## src/abx_consts.vh

```
/*
 * opcode encodings, field positions, quarter codes and reset values for the
 * and / bit-clear / conditional-branch execution block.
 * assumes plain verilog-2005 and inclusion by bare name.
 */
`ifndef ABX_CONSTS_VH
`define ABX_CONSTS_VH

// ============================================================
// opcode matching
`define ABX_OP_AND_HI     6'h05
`define ABX_OP_BCLR_HI    4'h9
`define ABX_OP_BR_HI      4'hE
`define ABX_COND_C_SET    4'h2
`define ABX_COND_N_SET    4'h6
`define ABX_COND_C_CLR    4'h3
`define ABX_COND_N_CLR    4'h7
`define ABX_COND_OV_CLR   4'h5
`define ABX_COND_Z_CLR    4'h1

// ============================================================
// field positions in the instruction word
`define ABX_DEST_BIT      9
`define ABX_ACCESS_BIT    8
`define ABX_BITNUM_LSB    9
`define ABX_FILE_LSB      0

// ============================================================
// addressing
`define ABX_INDEX_LIMIT   8'h5F
`define ABX_ACCESS_HI     8'h80
`define ABX_ACCESS_BANK   4'hF

// ============================================================
// status word bit positions
`define ABX_ST_C          0
`define ABX_ST_Z          2
`define ABX_ST_OV         3
`define ABX_ST_N          4

// ============================================================
// quarter codes (one-hot) and reset values
`define ABX_Q1            5'h01
`define ABX_Q2            5'h02
`define ABX_Q3            5'h04
`define ABX_Q4            5'h08
`define ABX_QNOP          5'h10
`define ABX_NOP_QUARTERS  4'h3
`define ABX_RST_NOP       4'h0
`define ABX_RST_BYTE      8'h00
`define ABX_RST_ADDR      12'h000
`define ABX_RST_PC        21'h000000

`endif

```

## src/abx_exec.v

```verilog
/*
 * execution block: accumulator-and-file, file bit clear, and six
 * conditional relative branches, sequenced over four quarters per cycle.
 * assumes the core presents the instruction word and its address with a
 * start pulse in a quarter-one slot, supplies the accumulator, status and
 * bank select, and serves data memory reads combinationally on memRdData.
 * instruction inputs need only be valid in the take slot; the block keeps
 * its own copy until the instruction has finished.
 */
`include "abx_consts.vh"

module abx_exec #(
  parameter PC_W = 21
) (
  input  wire            core_clk,
  input  wire            srst,
  input  wire            instrValid,
  input  wire [15:0]     instrWord,
  input  wire [PC_W-1:0] instrAddr,
  input  wire [7:0]      accIn,
  input  wire [7:0]      statusIn,
  input  wire [3:0]      bankSelectReg,
  input  wire            extendedSetEn,
  input  wire [11:0]     indexBase,
  input  wire [7:0]      memRdData,
  output reg             busy,
  output reg             memRdEn,
  output reg  [11:0]     memAddr,
  output reg             memWrEn,
  output reg  [7:0]      memWrData,
  output reg             accWrEn,
  output reg  [7:0]      accOut,
  output reg             flagWrEn,
  output reg  [7:0]      flagMask,
  output reg  [7:0]      flagValue,
  output reg             pcWrEn,
  output reg  [PC_W-1:0] pcOut,
  output reg             illegalOp
);

  // ============================================================
  // decode helpers
  function isBranch;
    input [15:0] w;
    begin
      isBranch = (w[15:12] == `ABX_OP_BR_HI) &&
                 (w[11:8] == `ABX_COND_C_SET || w[11:8] == `ABX_COND_N_SET ||
                  w[11:8] == `ABX_COND_C_CLR || w[11:8] == `ABX_COND_N_CLR ||
                  w[11:8] == `ABX_COND_OV_CLR || w[11:8] == `ABX_COND_Z_CLR);
    end
  endfunction

  function condMet;
    input [3:0] cc;
    input [7:0] st;
    begin
      case (cc)
        `ABX_COND_C_SET:  condMet = st[`ABX_ST_C];
        `ABX_COND_N_SET:  condMet = st[`ABX_ST_N];
        `ABX_COND_C_CLR:  condMet = ~st[`ABX_ST_C];
        `ABX_COND_N_CLR:  condMet = ~st[`ABX_ST_N];
        `ABX_COND_OV_CLR: condMet = ~st[`ABX_ST_OV];
        `ABX_COND_Z_CLR:  condMet = ~st[`ABX_ST_Z];
        default:          condMet = 1'b0;
      endcase
    end
  endfunction

  function [11:0] fileAddr;
    input [7:0]  f;
    input        a;
    input [3:0]  bank_select_reg;
    input        ext;
    input [11:0] base;
    begin
      if (a)
        fileAddr = {bank_select_reg, f};
      else if (ext && f <= `ABX_INDEX_LIMIT)
        fileAddr = base + {4'h0, f};
      else if (f < `ABX_ACCESS_HI)
        fileAddr = {4'h0, f};
      else
        fileAddr = {`ABX_ACCESS_BANK, f};
    end
  endfunction

  // ============================================================
  // quarter sequencer
  localparam [4:0] Q1   = `ABX_Q1;
  localparam [4:0] Q2   = `ABX_Q2;
  localparam [4:0] Q3   = `ABX_Q3;
  localparam [4:0] Q4   = `ABX_Q4;
  localparam [4:0] QNOP = `ABX_QNOP;
  // flag update mask: only the negative and zero bits are ever written
  localparam [7:0] NZ_MASK = (8'h01 << `ABX_ST_N) | (8'h01 << `ABX_ST_Z);

  reg [4:0]      quarter;
  reg [3:0]      nopCnt;
  reg [15:0]     ir;
  reg [PC_W-1:0] irAddr;
  reg [7:0]      result;
  reg            takeBranch;
  reg            active;
  reg [4:0]      next_quarter;
  reg [3:0]      next_nopCnt;
  reg            next_active;

  wire isAnd   = (ir[15:10] == `ABX_OP_AND_HI);
  wire isBclr  = (ir[15:12] == `ABX_OP_BCLR_HI);
  wire isBr    = isBranch(ir);
  wire destF   = ir[`ABX_DEST_BIT];
  wire [2:0] bitNum = ir[`ABX_BITNUM_LSB+2:`ABX_BITNUM_LSB];
  wire [11:0] effAddr = fileAddr(ir[`ABX_FILE_LSB+7:`ABX_FILE_LSB],
                                 ir[`ABX_ACCESS_BIT], bankSelectReg,
                                 extendedSetEn, indexBase);
  wire signed [PC_W-1:0] offs2 = {{(PC_W-9){ir[7]}}, ir[7:0], 1'b0};
  // offset is sign-extended and doubled; the sum wraps at PC_W bits
  wire [PC_W-1:0] target = irAddr + {{(PC_W-2){1'b0}}, 2'b10}
                         + offs2;
  // bit position comes from the three-bit field above the access bit
  wire [7:0] clearMask = ~(8'h01 << bitNum);

  // ============================================================
  // sequencer next state
  // busy mirrors active so that the core sees a plain registered level
  always @* begin
    next_quarter = quarter;
    next_nopCnt  = nopCnt;
    next_active  = active;
    case (quarter)
      Q1: begin                                     // decode
        if (instrValid) begin
          next_quarter = Q2;
          next_active  = 1'b1;
        end
      end
      Q2: next_quarter = Q3;                        // read
      Q3: next_quarter = Q4;                        // process
      Q4: begin                                     // write
        if (active && isBr && takeBranch) begin
          next_nopCnt  = `ABX_NOP_QUARTERS;
          next_quarter = QNOP;
        end else begin
          next_active  = 1'b0;
          next_quarter = Q1;
        end
      end
      QNOP: begin                                   // flushed cycle
        if (nopCnt == 4'h0) begin
          next_active  = 1'b0;
          next_quarter = Q1;
        end else begin
          next_nopCnt = nopCnt - 4'h1;
        end
      end
      default: begin
        next_active  = 1'b0;
        next_quarter = Q1;
      end
    endcase
  end

  always @(posedge core_clk) begin
    if (srst) begin
      quarter <= Q1;
      nopCnt  <= `ABX_RST_NOP;
      active  <= 1'b0;
      busy    <= 1'b0;
    end else begin
      quarter <= next_quarter;
      nopCnt  <= next_nopCnt;
      active  <= next_active;
      busy    <= next_active;
    end
  end

  // ============================================================
  // instruction latch
  // word and address are sampled only in the take slot; later changes on
  // instrWord or instrAddr cannot disturb an instruction already under way
  always @(posedge core_clk) begin
    if (srst) begin
      ir     <= 16'h0000;
      irAddr <= {PC_W{1'b0}};
    end else if (quarter == Q1 && instrValid) begin
      ir     <= instrWord;
      irAddr <= instrAddr;
    end
  end

  // ============================================================
  // process quarter
  always @(posedge core_clk) begin
    if (srst) begin
      result     <= `ABX_RST_BYTE;
      takeBranch <= 1'b0;
    end else if (quarter == Q3) begin               // process
      if (isAnd)
        result <= accIn & memRdData;
      else if (isBclr)
        result <= memRdData & clearMask;
      else
        result <= ir[7:0];
      takeBranch <= isBr && condMet(ir[11:8], statusIn);
    end
  end

  // ============================================================
  // data memory port
  always @(posedge core_clk) begin
    if (srst) begin
      memRdEn   <= 1'b0;
      memAddr   <= `ABX_RST_ADDR;
      memWrEn   <= 1'b0;
      memWrData <= `ABX_RST_BYTE;
    end else begin
      // strobes are single-cycle pulses
      memRdEn <= 1'b0;
      memWrEn <= 1'b0;
      if (quarter == Q2 && (isAnd || isBclr)) begin // read
        memAddr <= effAddr;
        memRdEn <= 1'b1;
      end
      // bit clear always writes back; and only when d is set
      if (quarter == Q4 && active && (isBclr || (isAnd && destF))) begin
        memWrEn   <= 1'b1;
        memWrData <= result;
      end
    end
  end

  // ============================================================
  // accumulator and status flags
  function [7:0] nzFlags;
    input [7:0] r;
    begin
      nzFlags = 8'h00;
      nzFlags[`ABX_ST_N] = r[7];
      nzFlags[`ABX_ST_Z] = (r == 8'h00);
    end
  endfunction

  always @(posedge core_clk) begin
    if (srst) begin
      accWrEn   <= 1'b0;
      accOut    <= `ABX_RST_BYTE;
      flagWrEn  <= 1'b0;
      flagMask  <= `ABX_RST_BYTE;
      flagValue <= `ABX_RST_BYTE;
    end else begin
      accWrEn  <= 1'b0;
      flagWrEn <= 1'b0;
      if (quarter == Q4 && active && isAnd) begin
        if (!destF) begin
          accWrEn <= 1'b1;
          accOut  <= result;
        end
        // only n and z change; carry, ov and dc are held
        flagWrEn  <= 1'b1;
        flagMask  <= NZ_MASK;
        flagValue <= nzFlags(result);
      end
      // bit clear and branches never raise flagWrEn
    end
  end

  // ============================================================
  // program counter and decode fault
  always @(posedge core_clk) begin
    if (srst) begin
      pcWrEn    <= 1'b0;
      pcOut     <= {PC_W{1'b0}};
      illegalOp <= 1'b0;
    end else begin
      pcWrEn    <= 1'b0;
      illegalOp <= 1'b0;
      // an unknown word runs its four quarters with no write at all
      if (quarter == Q2 && !isAnd && !isBclr && !isBr)
        illegalOp <= 1'b1;
      // untaken branch: nothing is written in the last quarter
      if (quarter == Q4 && active && isBr && takeBranch) begin
        pcWrEn <= 1'b1;
        pcOut  <= target;
      end
    end
  end

endmodule

```

## config.mk

```make
export PLATFORM = sky130hd
export DESIGN_NAME = abx_exec
export DESIGN_NICKNAME = d
export VERILOG_FILES = /design/src/abx_exec.v
export VERILOG_INCLUDE_DIRS = /design/src
export SDC_FILE = /design/constraint.sdc
export NUM_CORES = 1
export LEC_CHECK = 0
export BUFFER_PORTS_ARGS = -buffer_cell sky130_fd_sc_hd__buf_4
export CORE_MARGIN = 5
export CORE_UTILIZATION = 37
export DETAILED_ROUTE_END_ITERATION = 6
export PLACE_DENSITY = 0.57
export REMOVE_ABC_BUFFERS = 1
export SETUP_SLACK_MARGIN = 0.2
export SLEW_MARGIN = 30
export SYNTH_ARGS = -nofsm -noshare
export SYNTH_HDL_FRONTEND = slang
export SYNTH_SLANG_ARGS = --single-unit
```

## constraint.sdc

```tcl
create_clock -name core_clk -period 2.9 [get_ports core_clk]
set_input_delay 0.87 -clock core_clk [delete_from_list [all_inputs] [get_ports core_clk]]
set_output_delay 0.87 -clock core_clk [all_outputs]
set_load 0.01 [all_outputs]
```

==> run summary, run 1 <==
status: finished clean
initial antenna violation count: 0
critical path endpoint category: flip-flop
global-route wire length before repair: 28300 µm
clock tree buffer depth: 2
Nets: 1010
Area growth, synth to finish: 31.0%
Most Crowded Layer GR: met2
HP Start: memAddr[2]$_SDFFE_PP0P_
Max Clock Skew: 0.00648 ns
Setup TNS: 0 ns
clock tree from TritonCTS: yes
Crit Path Class: reg -> reg
largest net degree at the start of global routing: 38
Die Ht: 138 µm
R2R Setup Slk: 0.35 ns
Mean Syn Cell Area: 8.09 µm²
crit-path max cell delay: 0.37 ns
WHS Endpoint: memAddr[2]$_SDFFE_PP0P_
GR Overflow Total: 0
fmax: 392 MHz
Hold Fails Final Rpt: 0
number of global-route vias before repair: 5614
proportion of layout cells with a drive suffix above 1: 24.0%
top cell type by total area after synthesis: dfxtp_1
Post-CTS Hold Fix Bufs: 0
detailed placement HPWL: 13200 µm
met3 Usage GRT: 4.83%
total die area: 19100 µm²
EDFF count, synth: 0
Async S/R FF share, synth: 0%
initial drt markers: 324
Cell Area, Placed: 7290 µm²
worst-path maximum fanout: 5
hold depth: 2
Buffers on Ports: 136
CTS clock-pin slew for the worst setup and hold paths: 0.06 ns
critical path's top delay family: compound AO/OA/AOI/OAI gates
top-area cell type share of the netlist area: 37.6%
top cells by count, synth: 141 x nand2_1, 114 x dfxtp_1, 91 x a21oi_1
transition time of the tightest slew-check pin: 0.784 ns
Critical Path RT: 3.21 ns
Die Width: 138 µm
CP most frequent cell: ha_1
total core area: 16000 µm²
Critical Path AT: 2.86 ns
H-tree levels: 4
Vias: 5739
worst hold path type: reg -> reg
Initial Utilization: 37.9%
Post-Syn Area: 6070 µm²
M2 GR Usage: 29.5%
reg2reg start: irAddr[6]$_SDFFE_PP0P_
peak supply drop: 0.424 mV
first-pass iteration count of the detailed router: 5
GRT met1 Usage: 23.2%
Slew HR: 47.6%
top cells by area, synth: dfxtp_1 38%, ha_1 9.5%, nand2_1 8.7%, a21oi_1 7.5%, nor2_1 4.1%
post-route DRC violation count: 0
sequential fraction of the synthesis area: 37.6%
CTS buffer count: 17
design area: 7950 µm²
Fin Hold WS: 0.453 ns
worst r2r dst: pcOut[17]$_SDFFE_PP0P_
Power per Cell Area: 561 nW/µm²
Final Setup Violations: 0
slowest CP cell: dfxtp_1
WL final: 17700 µm
total of max-cap violations: 0
period utilisation layout: 87.9%
I/O Pins: 153
top_reg_cell synth: dfxtp_1
via/cell ratio: 5.17
drt wl/cell: 16.0 µm
Clock Tree Root: clkbuf_16
cell chain of the critical path: ha_1, ha_1, a21o_1, a31o_1, o31ai_4, a21boi_2, o211ai_2, nor4_1, a311o_1
Lkg Pwr: 3.43 nW
Antenna Nets Post-Route: 0
register bit total from synthesis: 114
most frequent cell after synthesis: nand2_1
Reg2Reg Depth: 9
CTS sink cnt: 114
n_diodes: 0
Yosys warning total: 0
critical path buffer and inverter count: 0
Gate Count Post-Synth: 750
gp weighted congestion: 0.828
RSZ-0062 raised after global routing: false
type of origin of the critical path: flip-flop
Netlist cell types: 68
clk_lat worst skew: 0.42 ns
max-slew violations: 0
GRT Overall Usage: 18.0%
min cycle time layout: 2.55 ns
row count: 46
==> cell usage in the layout, fill, tap and decap left out, drive strengths merged, types with 5 or more instances in the layout <==
master / Yosys / layout
a211oi: 5 / 5
a21o: 6 / 6
a21oi: 91 / 91
a221oi: 8 / 8
a22o: 6 / 6
a31o: 5 / 5
buf: 33 / 158
clkbuf: 24 / 19
clkinv: 0 / 5
conb: 1 / 12
dfxtp: 114 / 114
ha: 46 / 46
inv: 15 / 16
mux2i: 10 / 10
nand2: 141 / 141
nand3: 20 / 20
nand4: 5 / 5
nor2: 70 / 70
nor2b: 6 / 6
nor3: 24 / 24
nor4: 7 / 7
o211ai: 7 / 7
o21ai: 22 / 22
xnor2: 12 / 12
xor2: 10 / 10
==> sequential cells by signal (all words and copies together), names as in the netlist, 2 cells and up <==
register	cells
accOut	8
flagValue	2
ir	16
irAddr	21
memAddr	12
memWrData	8
nopCnt	4
pcOut	21
quarter	5
result	8
==> report_power, final <==
group          internal (mW)  switching (mW)  total, mW
Sequential              1.61          0.0388       1.65
Clock                   1.46           0.769       2.23
Combinational          0.253           0.331      0.584
Total                   3.32            1.14       4.46
==> through the flow <==
stage | setup slack [ns] | total power, mW | utilization [%] | instances
2_1_floorplan | 0.232 | 2.00 | - | 704
3_3_place_gp | 0.00193 | 2.25 | 45.6 | 1078
3_5_place_dp | 0.00885 | 2.26 | 45.6 | 1078
4_1_cts | 0.235 | 4.49 | 49.5 | 1110
5_1_grt | 0.189 | 4.64 | 49.7 | 1110
6_report | 0.352 | 4.46 | 49.7 | 1110
==> layout make-up <==
type | instances | area, µm²
fill | 1580 | 8050
multi-input combinational | 575 | 3500
sequential | 114 | 2280
timing repair buffer | 158 | 1210
clock buffer | 19 | 443
tap | 216 | 270
clock inverter | 13 | 184
inverter | 15 | 56.3
==> worst max path at each step <==
stage | startpoint | end | slack (ns) | cells past startpoint
3_3_place_gp | indexBase[0] | memAddr[8]$_SDFFE_PP0P_ | 0.002 | 11
3_5_place_dp | indexBase[0] | memAddr[8]$_SDFFE_PP0P_ | 0.009 | 11
2_1_floorplan | indexBase[0] | memAddr[8]$_SDFFE_PP0P_ | 0.23 | 9
6_report | irAddr[6]$_SDFFE_PP0P_ | pcOut[17]$_SDFFE_PP0P_ | 0.35 | 9
5_1_grt | irAddr[1]$_SDFFE_PP0P_ | pcOut[20]$_SDFFE_PP0P_ | 0.19 | 13
4_1_cts | ir[0]$_SDFFE_PP0P_ | pcOut[14]$_SDFFE_PP0P_ | 0.23 | 13
==> repair_timing <==
action,CTS,global route
resized for setup,1,8
setup buffers,0,0
hold endpoints to repair,0,0
endpoints found under the setup margin,2,5
pin swaps,0,0
==> metal layers <==
layer	vias to the layer above	part of all wire (%)
met4	0	1.9
met1	2640	46
met5	-	0
li1	2878	-
met2	195	46
met3	26	6.3
==> kinds of logic (layout without fill, tap and decap cells) <==
group           after synthesis  count (layout)  share of synthesized area, %
flops                       114             114                          37.6
other cells                   1              12                        0.0618
xor+xnor                     22              22                          3.17
fa+ha+maj                    48              48                          10.1
simple gates                300             300                          22.6
mux                          11              11                          1.83
buf+inv                      72             205                          5.83
compound gates              182             182                          18.8
==> worst min-delay path, delay by kind of cell, from the launching register on <==
kind,cells,cell delay [ns]
compound gates,1,0.05
flops,1,0.31
simple gates,1,0.05
(Power assumes the default switching activity.)
==> inputs of run 2 (changes only) <==
--- a/config.mk
+++ b/config.mk
@@ -7,10 +7,12 @@
 export NUM_CORES = 1
 export LEC_CHECK = 0
 export BUFFER_PORTS_ARGS = -buffer_cell sky130_fd_sc_hd__buf_4
+export CELL_PAD_IN_SITES_DETAIL_PLACEMENT = 0
+export CELL_PAD_IN_SITES_GLOBAL_PLACEMENT = 2
 export CORE_MARGIN = 5
-export CORE_UTILIZATION = 37
+export CORE_UTILIZATION = 31
 export DETAILED_ROUTE_END_ITERATION = 6
-export PLACE_DENSITY = 0.57
+export PLACE_DENSITY = 0.79
 export REMOVE_ABC_BUFFERS = 1
 export SETUP_SLACK_MARGIN = 0.2
 export SLEW_MARGIN = 30
==> run summary, run 2 (same netlist as run 1, synthesis figures left out) <==
status: finished clean
GR Overflow Total: 0 (unchanged)
detailed placement HPWL: 13500 µm (+2.5%)
CTS clock-pin slew for the worst setup and hold paths: 0.06 ns (about the same)
Antenna Nets Post-Route: 0 (unchanged)
type of origin of the critical path: flip-flop
Power per Cell Area: 542 nW/µm² (-3.4%)
most common cell after layout, fill and taps aside: buf_4
critical path endpoint category: flip-flop
most frequent cells in the layout: 166 x buf_4, 141 x nand2_1, 113 x dfxtp_1
total die area: 22500 µm² (+18%)
Area growth, synth to finish: 32.2%
initial antenna violation count: 0 (unchanged)
Cell Area, Placed: 7410 µm² (+1.6%)
proportion of layout cells with a drive suffix above 1: 24.6% (+0.54 points)
Final Setup Violations: 0 (unchanged)
first-pass iteration count of the detailed router: 6 (+1)
GRT Overall Usage: 16.0% (-2.0 points)
Crit Path Class: reg -> reg
total core area: 19400 µm² (+21%)
postcts setup bufs: 0 (unchanged)
total of max-cap violations: 0 (unchanged)
Die Width: 150 µm (+8.6%)
worst slack, placed: -0.00830 ns (-0.0172 ns)
Vias: 5596 (-2.5%)
largest net degree at the start of global routing: 55 (+45%)
CTS sink cnt: 114 (unchanged)
fin util: 41.4% (-8.3 points)
drt wl/cell: 15.4 µm (-3.3%)
Initial Utilization: 31.3% (-6.6 points)
Die Ht: 150 µm (+8.6%)
RSZ-0062 raised after global routing: false
Hold Fails Final Rpt: 0 (unchanged)
number of global-route vias before repair: 5454 (-2.9%)
I/O Pins: 153 (unchanged)
peak supply drop: 0.366 mV (-14%)
via/cell ratio: 4.79 (-7.3%)
Slew HR: 45.0% (-2.6 points)
worst hold path type: reg -> reg
H-tree levels: 4 (unchanged)
global-route wire length before repair: 28400 µm (+0.29%)
Nets: 1019 (+0.89%)
max-slew violations: 0 (unchanged)
critical path buffer and inverter count: 4 (+4)
Fin Hold WS: 0.453 ns (+0.0000180 ns)
final worst slack: 0.335 ns (-0.0168 ns)
biggest regs: irAddr: 21 flops, pcOut: 21 flops, ir: 16 flops
row count: 51 (+11%)
critical path's top delay family: adder cells
CP most frequent cell: inv_1
period utilisation layout: 88.5% (+0.58 points)
CTS buffer count: 17 (unchanged)
slowest CP cell: fa_1
clk_lat worst skew: 0.42 ns (about the same)
initial drt markers: 204 (-37%)
clock tree from TritonCTS: yes
Max Clock Skew: 0.00852 ns (+0.00205 ns)
cell chain of the critical path: inv_1, ha_1, inv_1, ha_1, inv_1, fa_1, nor2b_2, o2111ai_2, nand4_1, a21oi_1, buf_4, o21ai_1, a21oi_1, o311ai_1
Buffers on Ports: 136 (unchanged)
min cycle time layout: 2.57 ns (+0.0168 ns)
Setup TNS: 0 ns (unchanged)
design area: 8030 µm² (+0.94%)
transition time of the tightest slew-check pin: 0.822 ns (+0.0382 ns)
WL final: 18000 µm (+1.7%)
fmax: 390 MHz (-0.65%)
post-route DRC violation count: 0 (unchanged)
clock tree buffer depth: 2 (unchanged)
crit-path max cell delay: 0.39 ns (+0.02 ns)
Lkg Pwr: 3.46 nW (+0.83%)
gp weighted congestion: 0.786 (-5.0%)
worst-path maximum fanout: 3 (-2)
Critical Path AT: 2.88 ns (+0.02 ns)
n_diodes: 0 (unchanged)
Clock Tree Root: clkbuf_16
Critical Path RT: 3.22 ns (about the same)
run 2: cell types whose count changed in the layout (fill, tap and decap cells not counted), sizes merged:
| cell | delta |
|---|---|
| buf | +9 |
| inv | +5 |
| bufinv | -2 |
| clkbuf | -2 |
| clkinvlp | -2 |
| clkinv | +1 |
run 2: tightest hold or removal path, cell delays in order (launching register included):
cell and delay [ns]:
dfxtp_1 0.31, nand2_1 0.05, a21oi_1 0.05
run 2: timing repair:
item,4_1_cts,5_1_grt
setup endpoints to repair,0,7
hold buffers,0,0
gates resized for setup,0,5
run 2: power breakdown:
group	total, mW	switching [mW]	internal (mW)	leakage [nW]
clock network	2.12	0.832	1.29	0.291
registers	1.65	0.0332	1.61	0.924
logic	0.586	0.332	0.254	2.24
total	4.35	1.20	3.16	3.46
run 2: final timing paths:
path | from | to | slack (ns) | cells past startpoint
setup reg to reg | ir[0]$_SDFFE_PP0P_ | pcOut[20]$_SDFFE_PP0P_ | 0.33 | 14
hold reg to reg | pcOut[7]$_SDFFE_PP0P_ | pcOut[7]$_SDFFE_PP0P_ | 0.45 | 2
setup / recovery | ir[0]$_SDFFE_PP0P_ | pcOut[20]$_SDFFE_PP0P_ | 0.33 | 14
hold / removal | pcOut[7]$_SDFFE_PP0P_ | pcOut[7]$_SDFFE_PP0P_ | 0.45 | 2
run 2: cell type report:
cell class	instances	area, µm²
well taps	265	332
inverters	15	56.3
flip-flops and latches	114	2280
clock buffers	17	425
clock inverters	15	175
repair buffers	167	1270
multi-input cells	575	3490
fillers	2062	11400
run 2: layer usage:
metal,vias up,track usage [%],part of all wire [%]
li1,2897,-,-
met1,2560,21.0,49
met2,125,26.5,46
met3,14,3.88,4.8
met4,0,4.12,0.70
met5,-,0,0
run 2: metrics by stage:
stage | instances | power [mW]
6_report | 1168 | 4.35
5_1_grt | 1168 | 4.56
4_1_cts | 1168 | 4.42
3_5_place_dp | 1136 | 2.27
3_3_place_gp | 1136 | 2.27
2_1_floorplan | 704 | 2.00
==> inputs of run 3 (changes only) <==
--- a/config.mk
+++ b/config.mk
@@ -6,13 +6,14 @@
 export SDC_FILE = /design/constraint.sdc
 export NUM_CORES = 1
 export LEC_CHECK = 0
+export ABC_AREA = 1
 export BUFFER_PORTS_ARGS = -buffer_cell sky130_fd_sc_hd__buf_4
 export CELL_PAD_IN_SITES_DETAIL_PLACEMENT = 0
 export CELL_PAD_IN_SITES_GLOBAL_PLACEMENT = 2
 export CORE_MARGIN = 5
-export CORE_UTILIZATION = 31
+export CORE_UTILIZATION = 29
 export DETAILED_ROUTE_END_ITERATION = 6
-export PLACE_DENSITY = 0.79
+export PLACE_DENSITY = 0.77
 export REMOVE_ABC_BUFFERS = 1
 export SETUP_SLACK_MARGIN = 0.2
 export SLEW_MARGIN = 30
==> run summary, run 3 <==
proportion of layout cells with a drive suffix above 1: 19.2% (-5.4 points)
via/cell ratio: 4.64 (-3.2%)
most common cell after layout, fill and taps aside: nand2_1
Yosys warning total: 0 (unchanged)
RSZ-0062 raised after global routing: false
I/O Pins: 153 (unchanged)
initial drt markers: 232 (+14%)
top cells by count, synth: 166 x nand2_1, 114 x dfxtp_1, 104 x a21oi_1, 104 x nor2_1, 103 x inv_1
drt wl/cell: 15.6 µm (+0.85%)
top cell type by total area after synthesis: dfxtp_1
detailed placement HPWL: 16200 µm (+19%)
EDFF count, synth: 0 (unchanged)
total core area: 21800 µm² (+12%)
Reg2Reg Depth: 14 (unchanged)
total area of sequential cells: 2280 µm² (unchanged)
n_diodes: 0 (unchanged)
worst hold path type: reg -> reg
Hold Fails Final Rpt: 0 (unchanged)
Post-Syn Area: 6420 µm² (+5.8%)
most frequent cells in the layout: 166 x nand2_1, 155 x buf_4, 113 x dfxtp_1
hold depth: 2 (unchanged)
GRT Overall Usage: 16.3% (+0.22 points)
Die Ht: 159 µm (+5.9%)
min cycle time layout: 2.51 ns (-0.0548 ns)
Setup TNS: 0 ns (unchanged)
CTS sink cnt: 114 (unchanged)
Mean Syn Cell Area: 7.02 µm² (-13%)
CTS buffer count: 17 (unchanged)
Vias: 6268 (+12%)
Inst Count DP: 1319 (+16%)
worst-path maximum fanout: 6 (+3)
top_reg_cell synth: dfxtp_1
multi-input logic area: 3550 µm² (+1.8%)
Critical Path AT: 2.82 ns (-0.06 ns)
Lkg Pwr: 4.12 nW (+19%)
Sw Share: 28.7% (+1.2 points)
Initial Utilization: 29.4% (-1.9 points)
Slew HR: 65.3% (+20 points)
total of max-cap violations: 0 (unchanged)
sequential fraction of the synthesis area: 35.5% (-2.1 points)
top-area cell type share of the netlist area: 35.5% (-2.1 points)
Crit Path Class: reg -> reg
gp weighted congestion: 0.778 (-1.1%)
Critical Path RT: 3.21 ns (about the same)
Clock Tree Root: clkbuf_16
fmax: 398 MHz (+2.2%)
clock share of power: 48.9% (+0.2 points)
status: finished clean
fin cells: 1351 (+16%)
Gate power share: 15.9% (+2.4 points)
Antenna Nets Post-Route: 0 (unchanged)
Power per Cell Area: 562 nW/µm² (+3.6%)
biggest regs: irAddr: 21 flops, pcOut: 21 flops, ir: 16 flops
Final Setup Violations: 0 (unchanged)
peak supply drop: 0.373 mV (+1.9%)
row count: 54 (+5.9%)
Post-CTS Hold Fix Bufs: 0 (unchanged)
register bit total from synthesis: 114 (unchanged)
clock tree from TritonCTS: yes
Gate Count Post-Synth: 915 (+22%)
CTS clock-pin slew for the worst setup and hold paths: 0.06 ns (about the same)
Area growth, synth to finish: 31.0%
global-route wire length before repair: 33200 µm (+17%)
switching power: 1.36 mW (+13%)
max-slew violations: 0 (unchanged)
# fillers: 2364 (+15%)
Nets: 1187 (+16%)
transition time of the tightest slew-check pin: 0.520 ns (-0.302 ns)
GR Overflow Total: 0 (unchanged)
first-pass iteration count of the detailed router: 4 (-2)
WL final: 21000 µm (+17%)
type of origin of the critical path: flip-flop
largest net degree at the start of global routing: 53 (-3.6%)
period utilisation layout: 86.6% (-1.9 points)
Async S/R FF share, synth: 0% (unchanged)
number of global-route vias before repair: 6161 (+13%)
top cells by area, synth: dfxtp_1 36%, nand2_1 9.7%, ha_1 9.0%, a21oi_1 8.1%, nand3_1 6.3%
most frequent cell after synthesis: nand2_1
Die Width: 159 µm (+5.9%)
Max Clock Skew: 0.00822 ns (-0.000300 ns)
clk_lat worst skew: 0.42 ns (about the same)
post-route DRC violation count: 0 (unchanged)
Buffers on Ports: 136 (unchanged)
Netlist cell types: 37 (-46%)
H-tree levels: 4 (unchanged)
Sequential Power Share: 35.3% (-2.5 points)
critical path endpoint category: flip-flop
initial antenna violation count: 0 (unchanged)
internal power of the cells: 3.37 mW (+6.9%)
total die area: 25200 µm² (+12%)
clock tree buffer depth: 2 (unchanged)
==> run 3: cell types whose count changed after synthesis, sizes merged, moves of 7 or more <==
cell	delta
nand3	+61
inv	+91
buf	-8
o21ai	+50
a221oi	-8
nor2	+40
xnor2	-7
a21oi	+13
a31oi	+10
mux2i	-10
nor3	-21
nand2	+28
==> run 3: final cells by class <==
type	count	share of cell area, %
clock buffers	17	5.06
repair buffers	156	14.1
inverters	107	4.79
multi-input cells	662	42.2
well taps	280	4.16
clock inverters	15	2.60
flip-flops and latches	114	27.1
==> run 3: layer usage <==
layer / part of all wire [%] / GRT usage (%)
met1: 47 / 21.3
met2: 47 / 27.2
met3: 5.0 / 3.78
met4: 0.73 / 3.75
met5: 0 / 0
==> run 3: final timing paths <==
kind / slack (ns) / to / startpoint
max: 0.39 / pcOut[18]$_SDFFE_PP0P_ / ir[1]$_SDFFE_PP0P_
min reg2reg: 0.44 / memWrData[1]$_SDFFE_PP0P_ / memWrData[1]$_SDFFE_PP0P_
max reg2reg: 0.39 / pcOut[18]$_SDFFE_PP0P_ / ir[1]$_SDFFE_PP0P_
min: 0.44 / memWrData[1]$_SDFFE_PP0P_ / memWrData[1]$_SDFFE_PP0P_
==> run 3: worst max-delay path: stages, from the launching register on <==
cell and delay (ns):
dfxtp_1 0.42, ha_1 0.33, ha_1 0.20, inv_1 0.07
fa_1 0.42, inv_1 0.12, nand3_1 0.07, nand2_1 0.11
nand2_1 0.06, nand2_1 0.15, nand3_1 0.12, nand3_1 0.08
nand2_1 0.05, o21ai_1 0.13, inv_1 0.05
==> run 3: power by group through the flow <==
| stage | logic, mW | registers (mW) | clock network [mW] |
|---|---|---|---|
| global placement | 0.760 | 1.70 | 0 |
| floorplan | 0.445 | 1.69 | 0 |
| global route | 0.846 | 1.68 | 2.44 |
| detailed placement | 0.756 | 1.70 | 0 |
| finish | 0.750 | 1.67 | 2.31 |
| CTS | 0.762 | 1.67 | 2.37 |
==> run 3: metrics by stage <==
step / power (mW) / hold slack [ns] / area [µm²] / setup WS [ns] / utilization, %
floorplan: 2.14 / 0.432 / 6230 / 0.299 / -
global placement: 2.46 / 0.432 / 7770 / 0.348 / 35.6
detailed placement: 2.46 / 0.437 / 7770 / 0.316 / 35.6
CTS: 4.80 / 0.446 / 8410 / 0.320 / 38.5
global route: 4.96 / 0.470 / 8410 / 0.245 / 38.6
finish: 4.73 / 0.442 / 8410 / 0.390 / 38.6
==> run 3: cell families (layout without fill, tap and decap cells) <==
kind of cell	after synthesis	after routing	synth area share [%]
other	1	12	0.0584
buffers and inverters	150	295	9.82
flip-flops	114	114	35.5
adder cells (fa/ha/maj)	48	48	9.59
XOR/XNOR	11	11	1.50
AO/OA/AOI/OAI	213	213	17.8
AND/OR/NAND/NOR	378	378	25.7
==> run 3: what timing repair did <==
item                       4_1_cts  5_1_grt
resized for setup                0        1
setup endpoints to repair        0        4
setup buffers                    0        0
